$ cat config.mk
export PLATFORM = sky130hd
export DESIGN_NAME = cfa_core
export DESIGN_NICKNAME = d
export VERILOG_FILES = /design/src/cfa_pkg.sv /design/src/cfa_flag_alu.sv /design/src/cfa_addr_gen.sv /design/src/cfa_core.sv
export SDC_FILE = /design/constraint.sdc
export NUM_CORES = 1
export LEC_CHECK = 0
export BUFFER_PORTS_ARGS = -buffer_cell sky130_fd_sc_hd__buf_2
export CAP_MARGIN = 10
export CORE_ASPECT_RATIO = 0.8
export CORE_MARGIN = 5
export CORE_UTILIZATION = 30
export CTS_BUF_LIST = sky130_fd_sc_hd__clkbuf_4 sky130_fd_sc_hd__clkbuf_8
export DETAILED_ROUTE_END_ITERATION = 6
export PLACE_DENSITY_LB_ADDON = 0.3
export SYNTH_ARGS = -nofsm -noshare
export SYNTH_HDL_FRONTEND = slang
export SYNTH_SLANG_ARGS = --single-unit
$ cat constraint.sdc
create_clock -name mclk -period 3.6 [get_ports mclk]
set_clock_uncertainty 0.05 [all_clocks]
set_input_delay 0.72 -clock mclk [delete_from_list [all_inputs] [get_ports mclk]]
set_output_delay 0.72 -clock mclk [all_outputs]
set_load 0.01 [all_outputs]
$ cat src/cfa_pkg.sv
// shared constants and types for the flag and operand address block
package cfa_pkg;

  // register byte addresses
  localparam logic [7:0] A_FLAGS = 8'h00;
  localparam logic [7:0] A_OPERAND = 8'h04;
  localparam logic [7:0] A_COMMAND = 8'h08;
  localparam logic [7:0] A_RESULT = 8'h0C;
  localparam logic [7:0] A_PC = 8'h10;
  localparam logic [7:0] A_FETCH = 8'h14;
  localparam logic [7:0] A_ADDR = 8'h18;
  localparam logic [7:0] A_TARGET = 8'h1C;
  localparam logic [7:0] A_STATUS = 8'h20;

  // flag bit positions
  localparam int FB_V = 7;
  localparam int FB_H = 4;
  localparam int FB_I = 3;
  localparam int FB_N = 2;
  localparam int FB_Z = 1;
  localparam int FB_C = 0;
  localparam logic [7:0] FLAGS_ONES = 8'h60;
  localparam logic [7:0] FLAGS_RST = 8'h68;

  // fetch register fields
  localparam int FF_SRC = 16;
  localparam int FF_DST = 20;
  localparam int FF_COND = 24;
  localparam int FF_CSEL = 25;

  // instruction lengths in bytes
  localparam logic [15:0] LEN1 = 16'h0001;
  localparam logic [15:0] LEN2 = 16'h0002;
  localparam logic [15:0] LEN3 = 16'h0003;

  localparam logic [1:0] RESP_OKAY = 2'h0;
  localparam logic [1:0] RESP_SLVERR = 2'h2;

  typedef enum logic [4:0] {
    OP_ADD, OP_ADC, OP_SUB, OP_SBC, OP_CMP, OP_AND, OP_ORA, OP_EOR,
    OP_LD8, OP_LD16, OP_DAA, OP_LSL, OP_LSR, OP_ROL, OP_ROR, OP_BTST,
    OP_CLC, OP_SEC, OP_CLI, OP_SEI, OP_TAP, OP_TPA, OP_NOP
  } cfa_op_e;

  typedef enum logic [2:0] {
    register_operand_mode, pc_offset_mode, inline_operand_mode, inline_wide_mode,
    page_zero_mode, full_address_mode, page_zero_branch_mode
  } cfa_mode_e;

  typedef enum logic [0:0] {SV_RUN, SV_STACKING} cfa_sv_e;

endpackage

$ cat src/cfa_flag_alu.sv
// result and condition flag generation for one operation
`timescale 1ns/1ps
module cfa_flag_alu (
  input wire cfa_pkg::cfa_op_e op, // operation
  input wire logic [7:0] a, // accumulator operand
  input wire logic [7:0] b, // second operand
  input wire logic [15:0] wide, // 16-bit load value
  input wire logic [7:0] flags_in, // flags before
  output logic [15:0] result, // result value
  output logic [7:0] flags_out // flags after
);
  logic [8:0] s;
  logic [4:0] hs;
  logic [7:0] r;
  logic [7:0] f;
  logic cin;
  logic cf;
  logic [7:0] corr;

  always_comb begin
    f = flags_in;
    r = a;
    s = 9'h000;
    hs = 5'h00;
    corr = 8'h00;
    cf = 1'b0;
    cin = (op == cfa_pkg::OP_ADC || op == cfa_pkg::OP_SBC) ? flags_in[cfa_pkg::FB_C] : 1'b0;
    result = {8'h00, a};
    unique case (op)
      cfa_pkg::OP_ADD, cfa_pkg::OP_ADC: begin
        s = {1'b0, a} + {1'b0, b} + {8'h00, cin};
        hs = {1'b0, a[3:0]} + {1'b0, b[3:0]} + {4'h0, cin};
        r = s[7:0];
        f[cfa_pkg::FB_H] = hs[4];
        f[cfa_pkg::FB_C] = s[8];
        f[cfa_pkg::FB_V] = (a[7] == b[7]) && (r[7] != a[7]);
      end
      cfa_pkg::OP_SUB, cfa_pkg::OP_SBC, cfa_pkg::OP_CMP: begin
        s = {1'b0, a} - {1'b0, b} - {8'h00, cin};
        r = s[7:0];
        f[cfa_pkg::FB_C] = s[8];
        f[cfa_pkg::FB_V] = (a[7] != b[7]) && (r[7] != a[7]);
      end
      cfa_pkg::OP_AND, cfa_pkg::OP_ORA, cfa_pkg::OP_EOR, cfa_pkg::OP_LD8: begin
        r = (op == cfa_pkg::OP_AND) ? (a & b) : (op == cfa_pkg::OP_ORA) ? (a | b) :
            (op == cfa_pkg::OP_EOR) ? (a ^ b) : b;
        f[cfa_pkg::FB_V] = 1'b0;
      end
      cfa_pkg::OP_DAA: begin
        cf = flags_in[cfa_pkg::FB_C] || (a > 8'h99);
        corr[3:0] = (flags_in[cfa_pkg::FB_H] || a[3:0] > 4'h9) ? 4'h6 : 4'h0;
        corr[7:4] = cf ? 4'h6 : 4'h0;
        r = a + corr;
        f[cfa_pkg::FB_C] = cf;
      end
      cfa_pkg::OP_LSL, cfa_pkg::OP_ROL: begin
        r = {a[6:0], (op == cfa_pkg::OP_ROL) ? flags_in[cfa_pkg::FB_C] : 1'b0};
        f[cfa_pkg::FB_C] = a[7];
        f[cfa_pkg::FB_V] = r[7] ^ a[7];
      end
      cfa_pkg::OP_LSR, cfa_pkg::OP_ROR: begin
        r = {(op == cfa_pkg::OP_ROR) ? flags_in[cfa_pkg::FB_C] : 1'b0, a[7:1]};
        f[cfa_pkg::FB_C] = a[0];
        f[cfa_pkg::FB_V] = r[7] ^ a[0];
      end
      cfa_pkg::OP_BTST: f[cfa_pkg::FB_C] = a[b[2:0]];
      cfa_pkg::OP_CLC: f[cfa_pkg::FB_C] = 1'b0;
      cfa_pkg::OP_SEC: f[cfa_pkg::FB_C] = 1'b1;
      cfa_pkg::OP_CLI: f[cfa_pkg::FB_I] = 1'b0;
      cfa_pkg::OP_SEI: f[cfa_pkg::FB_I] = 1'b1;
      cfa_pkg::OP_TAP: f = a;
      cfa_pkg::OP_TPA: r = flags_in;
      default: r = a; // nop and unused codes leave flags alone
    endcase
    // negative and zero follow the 16-bit load and every operation from add to rotate right; flag transfer to accumulator leaves them
    if (op == cfa_pkg::OP_LD16) begin
      result = wide;
      f[cfa_pkg::FB_N] = wide[15];
      f[cfa_pkg::FB_Z] = (wide == 16'h0000);
      f[cfa_pkg::FB_V] = 1'b0;
    end else if (op <= cfa_pkg::OP_ROR) begin
      result = {8'h00, r};
      f[cfa_pkg::FB_N] = r[7];
      f[cfa_pkg::FB_Z] = (r == 8'h00);
    end else begin
      result = {8'h00, r};
    end
    flags_out = f | cfa_pkg::FLAGS_ONES;
  end
endmodule

$ cat src/cfa_addr_gen.sv
// operand address and branch target for one addressing mode
`timescale 1ns/1ps
module cfa_addr_gen (
  input wire cfa_pkg::cfa_mode_e mode, // addressing mode
  input wire logic [15:0] pc, // opcode address
  input wire logic [7:0] byte1, // first byte after opcode
  input wire logic [7:0] byte2, // second byte after opcode
  input wire logic cond, // branch condition holds
  output logic [15:0] ea, // operand address
  output logic [15:0] target, // next instruction address
  output logic mem_access, // operand read from memory
  output logic [15:0] imm16 // assembled inline operand
);
  always_comb begin
    ea = 16'h0000;
    target = pc + cfa_pkg::LEN1;
    mem_access = 1'b0;
    imm16 = {byte1, byte2}; // high byte first
    unique case (mode)
      cfa_pkg::register_operand_mode: target = pc + cfa_pkg::LEN1;
      cfa_pkg::pc_offset_mode:
        target = pc + cfa_pkg::LEN2 + (cond ? {{8{byte1[7]}}, byte1} : 16'h0000);
      cfa_pkg::inline_operand_mode: begin
        ea = pc + cfa_pkg::LEN1;
        target = pc + cfa_pkg::LEN2;
        mem_access = 1'b1;
      end
      cfa_pkg::inline_wide_mode: begin
        ea = pc + cfa_pkg::LEN1; // high byte here, low byte next
        target = pc + cfa_pkg::LEN3;
        mem_access = 1'b1;
      end
      cfa_pkg::page_zero_mode: begin
        ea = {8'h00, byte1};
        target = pc + cfa_pkg::LEN2;
        mem_access = 1'b1;
      end
      cfa_pkg::full_address_mode: begin
        ea = {byte1, byte2};
        target = pc + cfa_pkg::LEN3;
        mem_access = 1'b1;
      end
      cfa_pkg::page_zero_branch_mode: begin
        ea = {8'h00, byte1}; // tested operand
        target = pc + cfa_pkg::LEN3 + (cond ? {{8{byte2[7]}}, byte2} : 16'h0000);
        mem_access = 1'b1;
      end
      default: target = pc + cfa_pkg::LEN1;
    endcase
  end
endmodule

$ cat src/cfa_core.sv
// flag register, operation execution and operand addressing behind an axi4-lite slave
//
// Summary of operation
// - flag bits 6 and 5 always one
// - overflow bit 7 tracks signed overflow
// - half carry bit 4 on additions
// - decimal adjust corrects using half carry, carry
// - mask bit 3 blocks maskable interrupts
// - mask set after stacking, before service
// - no interrupt right after mask clear
// - negative bit 2 from result top bit
// - zero bit 1 for all-zero results
// - carry bit 0 from carry or borrow
// - bit test, shifts, rotates also drive carry
// - one linear 64-Kbyte space, 16-bit addresses
// - move source and destination modes independent
// - test branches: listed mode, implied relative target
// - register operand mode touches no memory
// - relative: signed byte offset added when taken
// - inline operand, wide one high byte first
// - page zero: high address byte is zero
// - full address read high byte first
//
// Added by the designer: the AXI4-Lite slave port and the placing of the registers.
`timescale 1ns/1ps
module cfa_core (
  input wire logic mclk, // clock
  input wire logic rst_n, // async reset
  input wire logic [7:0] awaddr, // write address
  input wire logic awvalid, // write address valid
  output logic awready, // write address ready
  input wire logic [31:0] wdata, // write data
  input wire logic [3:0] wstrb, // write strobes
  input wire logic wvalid, // write data valid
  output logic wready, // write data ready
  output logic [1:0] bresp, // write response
  output logic bvalid, // write response valid
  input wire logic bready, // write response ready
  input wire logic [7:0] araddr, // read address
  input wire logic arvalid, // read address valid
  output logic arready, // read address ready
  output logic [31:0] rdata, // read data
  output logic [1:0] rresp, // read response
  output logic rvalid, // read data valid
  input wire logic rready, // read data ready
  input wire logic irq_req, // maskable interrupt request
  input wire logic stack_done, // registers pushed pulse
  output logic irq_ack // interrupt accepted, stacking
);

  ////////////////////////////////////////////////////////////////
  typedef struct packed {
    logic aw_got;
    logic w_got;
    logic [7:0] waddr;
    logic [31:0] wdat;
    logic [3:0] wstb;
    logic awready;
    logic wready;
    logic bvalid;
    logic [1:0] bresp;
    logic arready;
    logic rvalid;
    logic [1:0] rresp;
    logic [31:0] rdata;
    logic [7:0] flags;
    logic [7:0] opa;
    logic [7:0] opb;
    logic [15:0] wide;
    logic [4:0] op;
    logic [15:0] result;
    logic [15:0] pc;
    logic [7:0] b1;
    logic [7:0] b2;
    logic [2:0] src_mode;
    logic [2:0] dst_mode;
    logic cond;
    logic [2:0] csel;
    logic [15:0] src_ea;
    logic [15:0] dst_ea;
    logic [15:0] target;
    logic [15:0] imm16;
    logic src_mem;
    logic dst_mem;
    cfa_pkg::cfa_sv_e sv;
    logic inhibit;
    logic irq_ack;
  } cfa_state_s;

  cfa_state_s s;
  cfa_state_s next_s;

  ////////////////////////////////////////////////////////////////
  logic [15:0] alu_result;
  logic [7:0] alu_flags;
  logic br_cond;
  logic [15:0] src_ea;
  logic [15:0] dst_ea;
  logic [15:0] src_target;
  logic [15:0] src_imm;
  logic src_mem;
  logic dst_mem;

  // command data is fed straight from the held write so execution takes one edge
  cfa_flag_alu u_alu (
    .op(cfa_pkg::cfa_op_e'(s.wdat[4:0])),
    .a(s.opa),
    .b(s.opb),
    .wide(s.wide),
    .flags_in(s.flags),
    .result(alu_result),
    .flags_out(alu_flags)
  );

  // branch condition: explicit bit, signed, carry or not-zero tests on current flags
  always_comb begin
    unique case (s.csel)
      3'h0: br_cond = s.cond;
      3'h1: br_cond = !(s.flags[cfa_pkg::FB_Z] | (s.flags[cfa_pkg::FB_N] ^ s.flags[cfa_pkg::FB_V]));
      3'h2: br_cond = !(s.flags[cfa_pkg::FB_N] ^ s.flags[cfa_pkg::FB_V]);
      3'h3: br_cond = s.flags[cfa_pkg::FB_Z] | (s.flags[cfa_pkg::FB_N] ^ s.flags[cfa_pkg::FB_V]);
      3'h4: br_cond = s.flags[cfa_pkg::FB_N] ^ s.flags[cfa_pkg::FB_V];
      3'h5: br_cond = s.flags[cfa_pkg::FB_C];
      3'h6: br_cond = !s.flags[cfa_pkg::FB_C];
      default: br_cond = !s.flags[cfa_pkg::FB_Z];
    endcase
  end

  // two independent address units so moves can mix modes
  cfa_addr_gen u_src (
    .mode(cfa_pkg::cfa_mode_e'(s.src_mode)),
    .pc(s.pc),
    .byte1(s.b1),
    .byte2(s.b2),
    .cond(br_cond),
    .ea(src_ea),
    .target(src_target),
    .mem_access(src_mem),
    .imm16(src_imm)
  );

  // destination takes its address byte from the second fetched byte
  cfa_addr_gen u_dst (
    .mode(cfa_pkg::cfa_mode_e'(s.dst_mode)),
    .pc(s.pc),
    .byte1(s.b2),
    .byte2(8'h00),
    .cond(1'b0),
    .ea(dst_ea),
    .target(),
    .mem_access(dst_mem),
    .imm16()
  );

  ////////////////////////////////////////////////////////////////
  function automatic logic [31:0] merge(input logic [31:0] old, input logic [31:0] d, input logic [3:0] st);
    logic [31:0] m;
    m = old;
    for (int i = 0; i < 4; i++) begin
      if (st[i]) begin
        m[i*8 +: 8] = d[i*8 +: 8];
      end
    end
    return m;
  endfunction

  logic wr_go;
  logic exec;
  logic hit;
  logic [31:0] mw;

  always_comb begin
    next_s = s;
    wr_go = s.aw_got && s.w_got;
    exec = 1'b0;
    hit = 1'b0;
    mw = 32'h0000_0000;

    // write channel capture, either order
    if (awvalid && s.awready) begin
      next_s.aw_got = 1'b1;
      next_s.waddr = awaddr;
    end
    if (wvalid && s.wready) begin
      next_s.w_got = 1'b1;
      next_s.wdat = wdata;
      next_s.wstb = wstrb;
    end

    // write execution
    if (wr_go) begin
      next_s.aw_got = 1'b0;
      next_s.w_got = 1'b0;
      next_s.bvalid = 1'b1;
      next_s.bresp = cfa_pkg::RESP_OKAY;
      unique case (s.waddr)
        cfa_pkg::A_FLAGS: begin
          mw = merge({24'h000000, s.flags}, s.wdat, s.wstb);
          next_s.flags = mw[7:0] | cfa_pkg::FLAGS_ONES;
        end
        cfa_pkg::A_OPERAND: begin
          mw = merge({s.wide, s.opb, s.opa}, s.wdat, s.wstb);
          next_s.opa = mw[7:0];
          next_s.opb = mw[15:8];
          next_s.wide = mw[31:16];
        end
        cfa_pkg::A_COMMAND: begin
          // stacking in progress: command is answered but not run
          exec = s.wstb[0] && (s.sv == cfa_pkg::SV_RUN);
        end
        cfa_pkg::A_PC: begin
          mw = merge({16'h0000, s.pc}, s.wdat, s.wstb);
          next_s.pc = mw[15:0];
        end
        cfa_pkg::A_FETCH: begin
          mw = merge({4'h0, s.csel, s.cond, 1'b0, s.dst_mode, 1'b0, s.src_mode, s.b2, s.b1}, s.wdat, s.wstb);
          next_s.b1 = mw[7:0];
          next_s.b2 = mw[15:8];
          next_s.src_mode = mw[cfa_pkg::FF_SRC +: 3];
          next_s.dst_mode = mw[cfa_pkg::FF_DST +: 3];
          next_s.cond = mw[cfa_pkg::FF_COND];
          next_s.csel = mw[cfa_pkg::FF_CSEL +: 3];
        end
        cfa_pkg::A_RESULT, cfa_pkg::A_ADDR, cfa_pkg::A_TARGET, cfa_pkg::A_STATUS: begin
          next_s.bresp = cfa_pkg::RESP_OKAY;
        end
        default: next_s.bresp = cfa_pkg::RESP_SLVERR;
      endcase
    end
    if (s.bvalid && bready) begin
      next_s.bvalid = 1'b0;
    end

    // one instruction completes, which is also an instruction boundary
    if (exec) begin
      next_s.op = s.wdat[4:0];
      next_s.result = alu_result;
      next_s.flags = alu_flags;
      // only this boundary is shielded; the next instruction's own boundary accepts again
      next_s.inhibit = s.flags[cfa_pkg::FB_I] && !alu_flags[cfa_pkg::FB_I];
      if (irq_req && !alu_flags[cfa_pkg::FB_I] &&
          !(s.flags[cfa_pkg::FB_I] && !alu_flags[cfa_pkg::FB_I])) begin
        next_s.sv = cfa_pkg::SV_STACKING;
        next_s.irq_ack = 1'b1;
      end
    end

    // mask rises only once the push is done; overrides a bus write in the same cycle
    if (s.sv == cfa_pkg::SV_STACKING && stack_done) begin
      next_s.flags[cfa_pkg::FB_I] = 1'b1;
      next_s.sv = cfa_pkg::SV_RUN;
      next_s.irq_ack = 1'b0;
    end

    // address results registered each cycle
    next_s.src_ea = src_ea;
    next_s.dst_ea = dst_ea;
    next_s.target = src_target;
    next_s.imm16 = src_imm;
    next_s.src_mem = src_mem;
    next_s.dst_mem = dst_mem;

    // read channel
    if (arvalid && s.arready) begin
      next_s.rvalid = 1'b1;
      next_s.arready = 1'b0;
      next_s.rresp = cfa_pkg::RESP_OKAY;
      hit = 1'b1;
      unique case (araddr)
        cfa_pkg::A_FLAGS: next_s.rdata = {24'h000000, s.flags | cfa_pkg::FLAGS_ONES};
        cfa_pkg::A_OPERAND: next_s.rdata = {s.wide, s.opb, s.opa};
        cfa_pkg::A_COMMAND: next_s.rdata = {27'h0000000, s.op};
        cfa_pkg::A_RESULT: next_s.rdata = {16'h0000, s.result};
        cfa_pkg::A_PC: next_s.rdata = {16'h0000, s.pc};
        cfa_pkg::A_FETCH: next_s.rdata = {4'h0, s.csel, s.cond, 1'b0, s.dst_mode, 1'b0, s.src_mode, s.b2, s.b1};
        cfa_pkg::A_ADDR: next_s.rdata = {s.dst_ea, s.src_ea};
        cfa_pkg::A_TARGET: next_s.rdata = {s.imm16, s.target};
        cfa_pkg::A_STATUS:
          next_s.rdata = {27'h0000000, s.dst_mem, s.src_mem, s.flags[cfa_pkg::FB_I], s.inhibit, s.irq_ack};
        default: begin
          hit = 1'b0;
          next_s.rdata = 32'h0000_0000;
        end
      endcase
      if (!hit) begin
        next_s.rresp = cfa_pkg::RESP_SLVERR;
      end
    end
    if (s.rvalid && rready) begin
      next_s.rvalid = 1'b0;
      next_s.arready = 1'b1;
    end

    // each ready only while its own channel holds nothing and no response is awaited
    next_s.awready = !next_s.aw_got && !next_s.bvalid;
    next_s.wready = !next_s.w_got && !next_s.bvalid;
  end

  ////////////////////////////////////////////////////////////////
  always_ff @(posedge mclk or negedge rst_n) begin
    if (!rst_n) begin
      s <= '0;
      s.awready <= 1'b1;
      s.wready <= 1'b1;
      s.arready <= 1'b1;
      s.flags <= cfa_pkg::FLAGS_RST;
      s.op <= cfa_pkg::OP_NOP;
      s.sv <= cfa_pkg::SV_RUN;
    end else begin
      s <= next_s;
    end
  end

  assign awready = s.awready;
  assign wready = s.wready;
  assign bvalid = s.bvalid;
  assign bresp = s.bresp;
  assign arready = s.arready;
  assign rvalid = s.rvalid;
  assign rresp = s.rresp;
  assign rdata = s.rdata;
  assign irq_ack = s.irq_ack;

endmodule

; ---- Word-level counts from Yosys, hierarchy flattened
; Cells that the tools add are included.
[word_totals]
out_inout_bits = 42
input_bits = 61
elab_cells = 259
reg_bits = 259
[op_classes]
addsub = 12
eq_ne = 62
n_lt_le_gt_ge = 4
n_bitwise = 8
n_reduce_logical = 75
n_mux = 56
[op_table]
columns = cell, n
row1 = case mux 32 bit (9 select lines), 1
row2 = case mux 16 bit (3 select lines), 2
row3 = 2-to-1 mux 8 bit, 10
row4 = "equality test 8 x 5 -> 1 bit, second input constant", 8
row5 = case mux 16 bit (4 select lines), 1
row6 = case mux 8 bit (7 select lines), 1
row7 = 2-to-1 mux 16 bit, 3
row8 = "equality test 5 x 4 -> 1 bit, second input constant", 8
row9 = 2-to-1 mux 40 bit, 1
row10 = 2-to-1 mux 36 bit, 1
row11 = AND reduction 3 bit, 11
row12 = adder 16 bit, 2
row13 = "adder 16 x 2 -> 16 bit, second input constant", 2
row14 = "equality test 8 x 4 -> 1 bit, second input constant", 4
row15 = 2-to-1 mux 32 bit, 1
row16 = "equality test 5 bit, second input constant", 6
row17 = "equality test 3 bit, second input constant", 9
row18 = logical NOT 8 bit, 3
row19 = "equality test 5 x 3 -> 1 bit, second input constant", 4
row20 = "equality test 3 x 2 -> 1 bit, second input constant", 6
row21 = 2-to-1 mux 1 bit, 18
row22 = OR reduction 2 bit, 9
row23 = OR reduction 9 bit, 2
row24 = "adder 16 x 1 -> 16 bit, second input constant", 1
row25 = 49 further kinds, 103

; ---- Logic depth before layout (Yosys ltp)
[depth]
word_depth = 10
mapped_depth = 17
ltp_nobuf = 15

; ---- Hierarchy
; A second synthesis with hierarchy kept.
[unflattened]
cells_unflattened = 2277
area_unflattened_um2 = 20648.6
[modules_own_cells]
columns = module, instances, cells_per_inst, seq_area_each_um2, area_each_um2
row1 = cfa_core, 1, 777, 6417.4, 10583.9
row2 = cfa_addr_gen (u_src), 1, 562, 0.0, 3777.4
row3 = cfa_addr_gen (u_dst), 1, 562, 0.0, 3633.5
row4 = cfa_flag_alu, 1, 376, 0.0, 2653.8

; ---- Least setup slack after synthesis
; No wires, ideal clock.
[synth_path]
path_kind = flip-flop to flip-flop
start = reg s[71] (netlist bit)
end = reg s[36] (netlist bit)
arrival_time_ns = 3.371
setup_time_ns = 0.131
n_path_buf = 2
period_less_slack_ns = 3.552
path_stages_with_launch = 16
required_ns = 3.419
path_slack_ns = 0.048
cell_sequence = dfrtp_1 -> clkbuf_1 -> and4b_1 -> a311oi_1 -> nand4_1 -> clkbuf_1 -> and2_1 -> ha_1 -> a211oi_1 -> o21ai_1 -> a31oi_1 -> a21oi_1 -> a211oi_1 -> mux2i_1 -> a311oi_1 -> o211ai_1
[synth_lines]
columns = item, line_no
row1 = from (decl), cfa_core.sv:90  ; cfa_state_s s;
row2 = from (signal assigned), cfa_core.sv:310  ; s <= next_s;

==> flow_summary.ini <==
[placement]
globalplace.congestion = 1.007
io_buffer_count = 100
pre_cts_ws_ns = -0.2247
place_area_um2 = 18130
hpwl_um = 47940

[cts]
cts.sinks = 255
cts_root_buffer = clkbuf_8
clk-insertion-delay-late_ns = 0.60
numCtsBuffers = 41
holdBufCountCts = 0
cts_buffer_depth = 3
htreeDepth = 2
path_clk_slew_ns = 0.07
tritoncts = done

[grt]
first_global_vias = 14260
globalRouteTotalUtil_pct = 20.98
overflow = 0
antenna_found_initial = 2
grt_pass1_wl_um = 93440
grt_max_degree = 81

[setup_path]
arrival_ns = 4.12
path_buf_inv = 2
max_stage_delay_ns = 0.44
path_cells = and4b_1 > a311oi_2 > nand4_1 > buf_6 > buf_12 > and2_4 > ha_4 > fa_2 > a21oi_2 > o211ai_1 > o21ai_1 > nand2b_1 > a21oi_2 > nor2_1 > or4_1 > a22oi_1
critPathTopFamily = compound AO/OA/AOI/OAI gates
reg2reg_slack_ns = -0.06
cp_max_fo = 5
crit_path_start_kind = register
cp_common_cell = a21oi_2
critPathSlowestCell = dfrtp_2
crit_type = register to register
required_ns = 4.05
critPathCaptureType = register

[layout]
largest_register = s
final_util_pct = 36.86
largest_reg_flops = 216
layout-drive-gt1-share_pct = 28.68
nets = 2027
fill_cells = 5438
seq_area_um2 = 6396
multi_input_area_um2 = 9230
synthToLayoutAreaGrowth_pct = 22.37
design_area_um2 = 19700

[power]
p_switching_uw = 4486
p_leak_uw = 0.009065
internal-power_uw = 6746
p_per_area_nw_per_um2 = 570.3
seqPwrFrac_pct = 36.0
ir_worst_vdd_uv = 307.7
switching_share_pct = 39.94
comb_power_share_pct = 38.0
power_uw = 11230
clkPwrFrac_pct = 26.0

[synthesis]
synth.distinct_cells = 87
avgSynthCellArea_um2 = 9.473
netlist_area_um2 = 16100
netlist_instances = 1699
synthFlopType = dfrtp_1
synth-seq-area-share_pct = 39.71
synth-seq-cells = 255
synth_most_common_cell = dfrtp_1
synth_area_leaders = dfrtp_1, mux2_2, ha_1
yosysWarnings = 0
synth_largest_area_cell = dfrtp_1
synth_edf_count = 0
synth_top_area_share_pct = 38.40
synth_common_cells = dfrtp_1, nand2_1, a21oi_1
synthArstFlopShare_pct = 100.0

[drt]
ant_nets = 0
drtIter0Drc = 1840
drc = 5
drt-vias-per-instance = 5.584
drt_pass1_iterations = 7
wirelength_um = 63490
dr_total_vias = 14640
post_drt_wl_per_cell_um = 24.22

[floorplanning]
fp.dieH_um = 217.2
core-area_um2 = 53440
die_w_um = 269.0
rows = 76
ios = 103
initial_core_util_pct = 30.12
dieArea_um2 = 58410

[sta]
tightestPinTransition_ns = 1.105
max-slew-margin-rel_pct = 26.19
rsz0062_at_grt = true
hold_viol = 0
slew_viol_final = 0
finalSetupTns_ns = -0.08592
setup_ws_ns = -0.06237
layout_min_cycle_time_ns = 3.662
max_freq_ghz = 0.2730
final-setup-viol-count = 2
fin_crit_sh_pct = 101.7

[outcome]
violations = DRC, setup timing
status = finished, violations left

[hold_path]
hold_class = input port to asynchronous set/reset pin

[flow_run]
maxCapViolCount = 0
-- power by group through the flow --
stage                     registers, uW  clock network [uW]  logic, uW
after detailed placement           4080                   0       4030
after global placement             4060                   0       4010
final                              4050                2920       4260
after floorplan                    3770                   0       2510
after CTS                          4030                2970       4060
after global routing               4100                3100       4580
-- metrics by stage --
stage | hold WS (ns) | instances
2_1_floorplan | 0.3697 | 1700
3_3_place_gp | 0.3996 | 2533
3_5_place_dp | 0.4106 | 2533
4_1_cts | 0.06717 | 2607
5_1_grt | 0.08339 | 2621
6_report | 0.03552 | 2621
-- final cells by class --
type / count / area share, %
Tap cell: 702 / 4.459
Timing Repair Buffer: 286 / 10.07
Antenna cell: 1 / 0.01270
Clock inverter: 9 / 0.6797
Sequential cell: 255 / 32.47
Clock buffer: 64 / 4.218
Inverter: 64 / 1.220
Multi-Input combinational cell: 1240 / 46.86
-- metal layers --
metal	up-vias	share of wire (%)	track usage (%)
li1	6565	-	-
met1	7291	46	31.63
met2	694	43	30.56
met3	85	9.4	5.245
met4	0	1.9	4.075
met5	-	0	0
-- worst reg2reg max path: cells and delay by family, from the launching register on --
family / cells / cell delay, ns
adder cells (fa/ha/maj): 2 / 0.56
AND/OR/NAND/NOR: 6 / 1.06
flip-flops: 1 / 0.44
AO/OA/AOI/OAI: 6 / 1.17
buffers and inverters: 2 / 0.29
-- cell usage in the layout, fill, tap and decap left out, types with 7 or more instances in the layout --
cell type and n:
inv_1 63, mux2_2 90, a221oi_1 10, nand2b_1 13, a22oi_1 23, o21ai_0 76
ha_4 11, a211oi_1 8, o21ai_1 21, a21o_1 34, o21a_1 9, xnor2_1 41
nor2_1 96, and3_1 9, a21oi_1 99, clkbuf_8 56, clkbuf_4 8, nand3_1 35
a22o_1 13, o211ai_1 7, ha_1 59, and2_1 12, a31oi_1 21, nand2_1 181
a21oi_2 12, nand4_1 11, mux2_1 21, or3_1 9, buf_2 99, dfrtp_1 243
buf_4 176, dfstp_2 8, mux2i_1 19, nor2b_1 11, nor4_1 11, nor3_1 30
a222oi_1 40, o22ai_1 10, xor2_1 37
-- timing repair --
| action | 4_1_cts | 5_1_grt |
|---|---|---|
| setup buffers | 1 | 12 |
| gates resized for setup | 21 | 84 |
| pin swaps | 5 | 46 |
| endpoints found under the hold margin | 0 | 0 |
| gates cloned | 0 | 1 |
| endpoints found under the setup margin | 9 | 16 |
-- final timing paths --
check / startpoint / to / cells after the start
max in group asynchronous: rst_n / s[155] / 2
min reg2reg: rdata[14] / rdata[14] / 1
max: s[70] / s[29] / 16
min in group mclk: arvalid / arready / 2
min: rst_n / rdata[25] / 1
max reg2reg: s[70] / s[29] / 16
-- cells by family (layout without fill, tap and decap cells) --
family          after synthesis  count (layout)  share of synthesized area, %
mux                         135             135                         9.569
simple gates                469             469                         13.93
other cells                   1               3                       0.02330
flops                       255             255                         39.71
xor+xnor                     81              81                         4.493
compound gates              470             470                         19.66
fa+ha+maj                    83              83                         6.701
buf+inv                     205             423                         5.916
No activity file was read; power rests on OpenSTA's default activity.
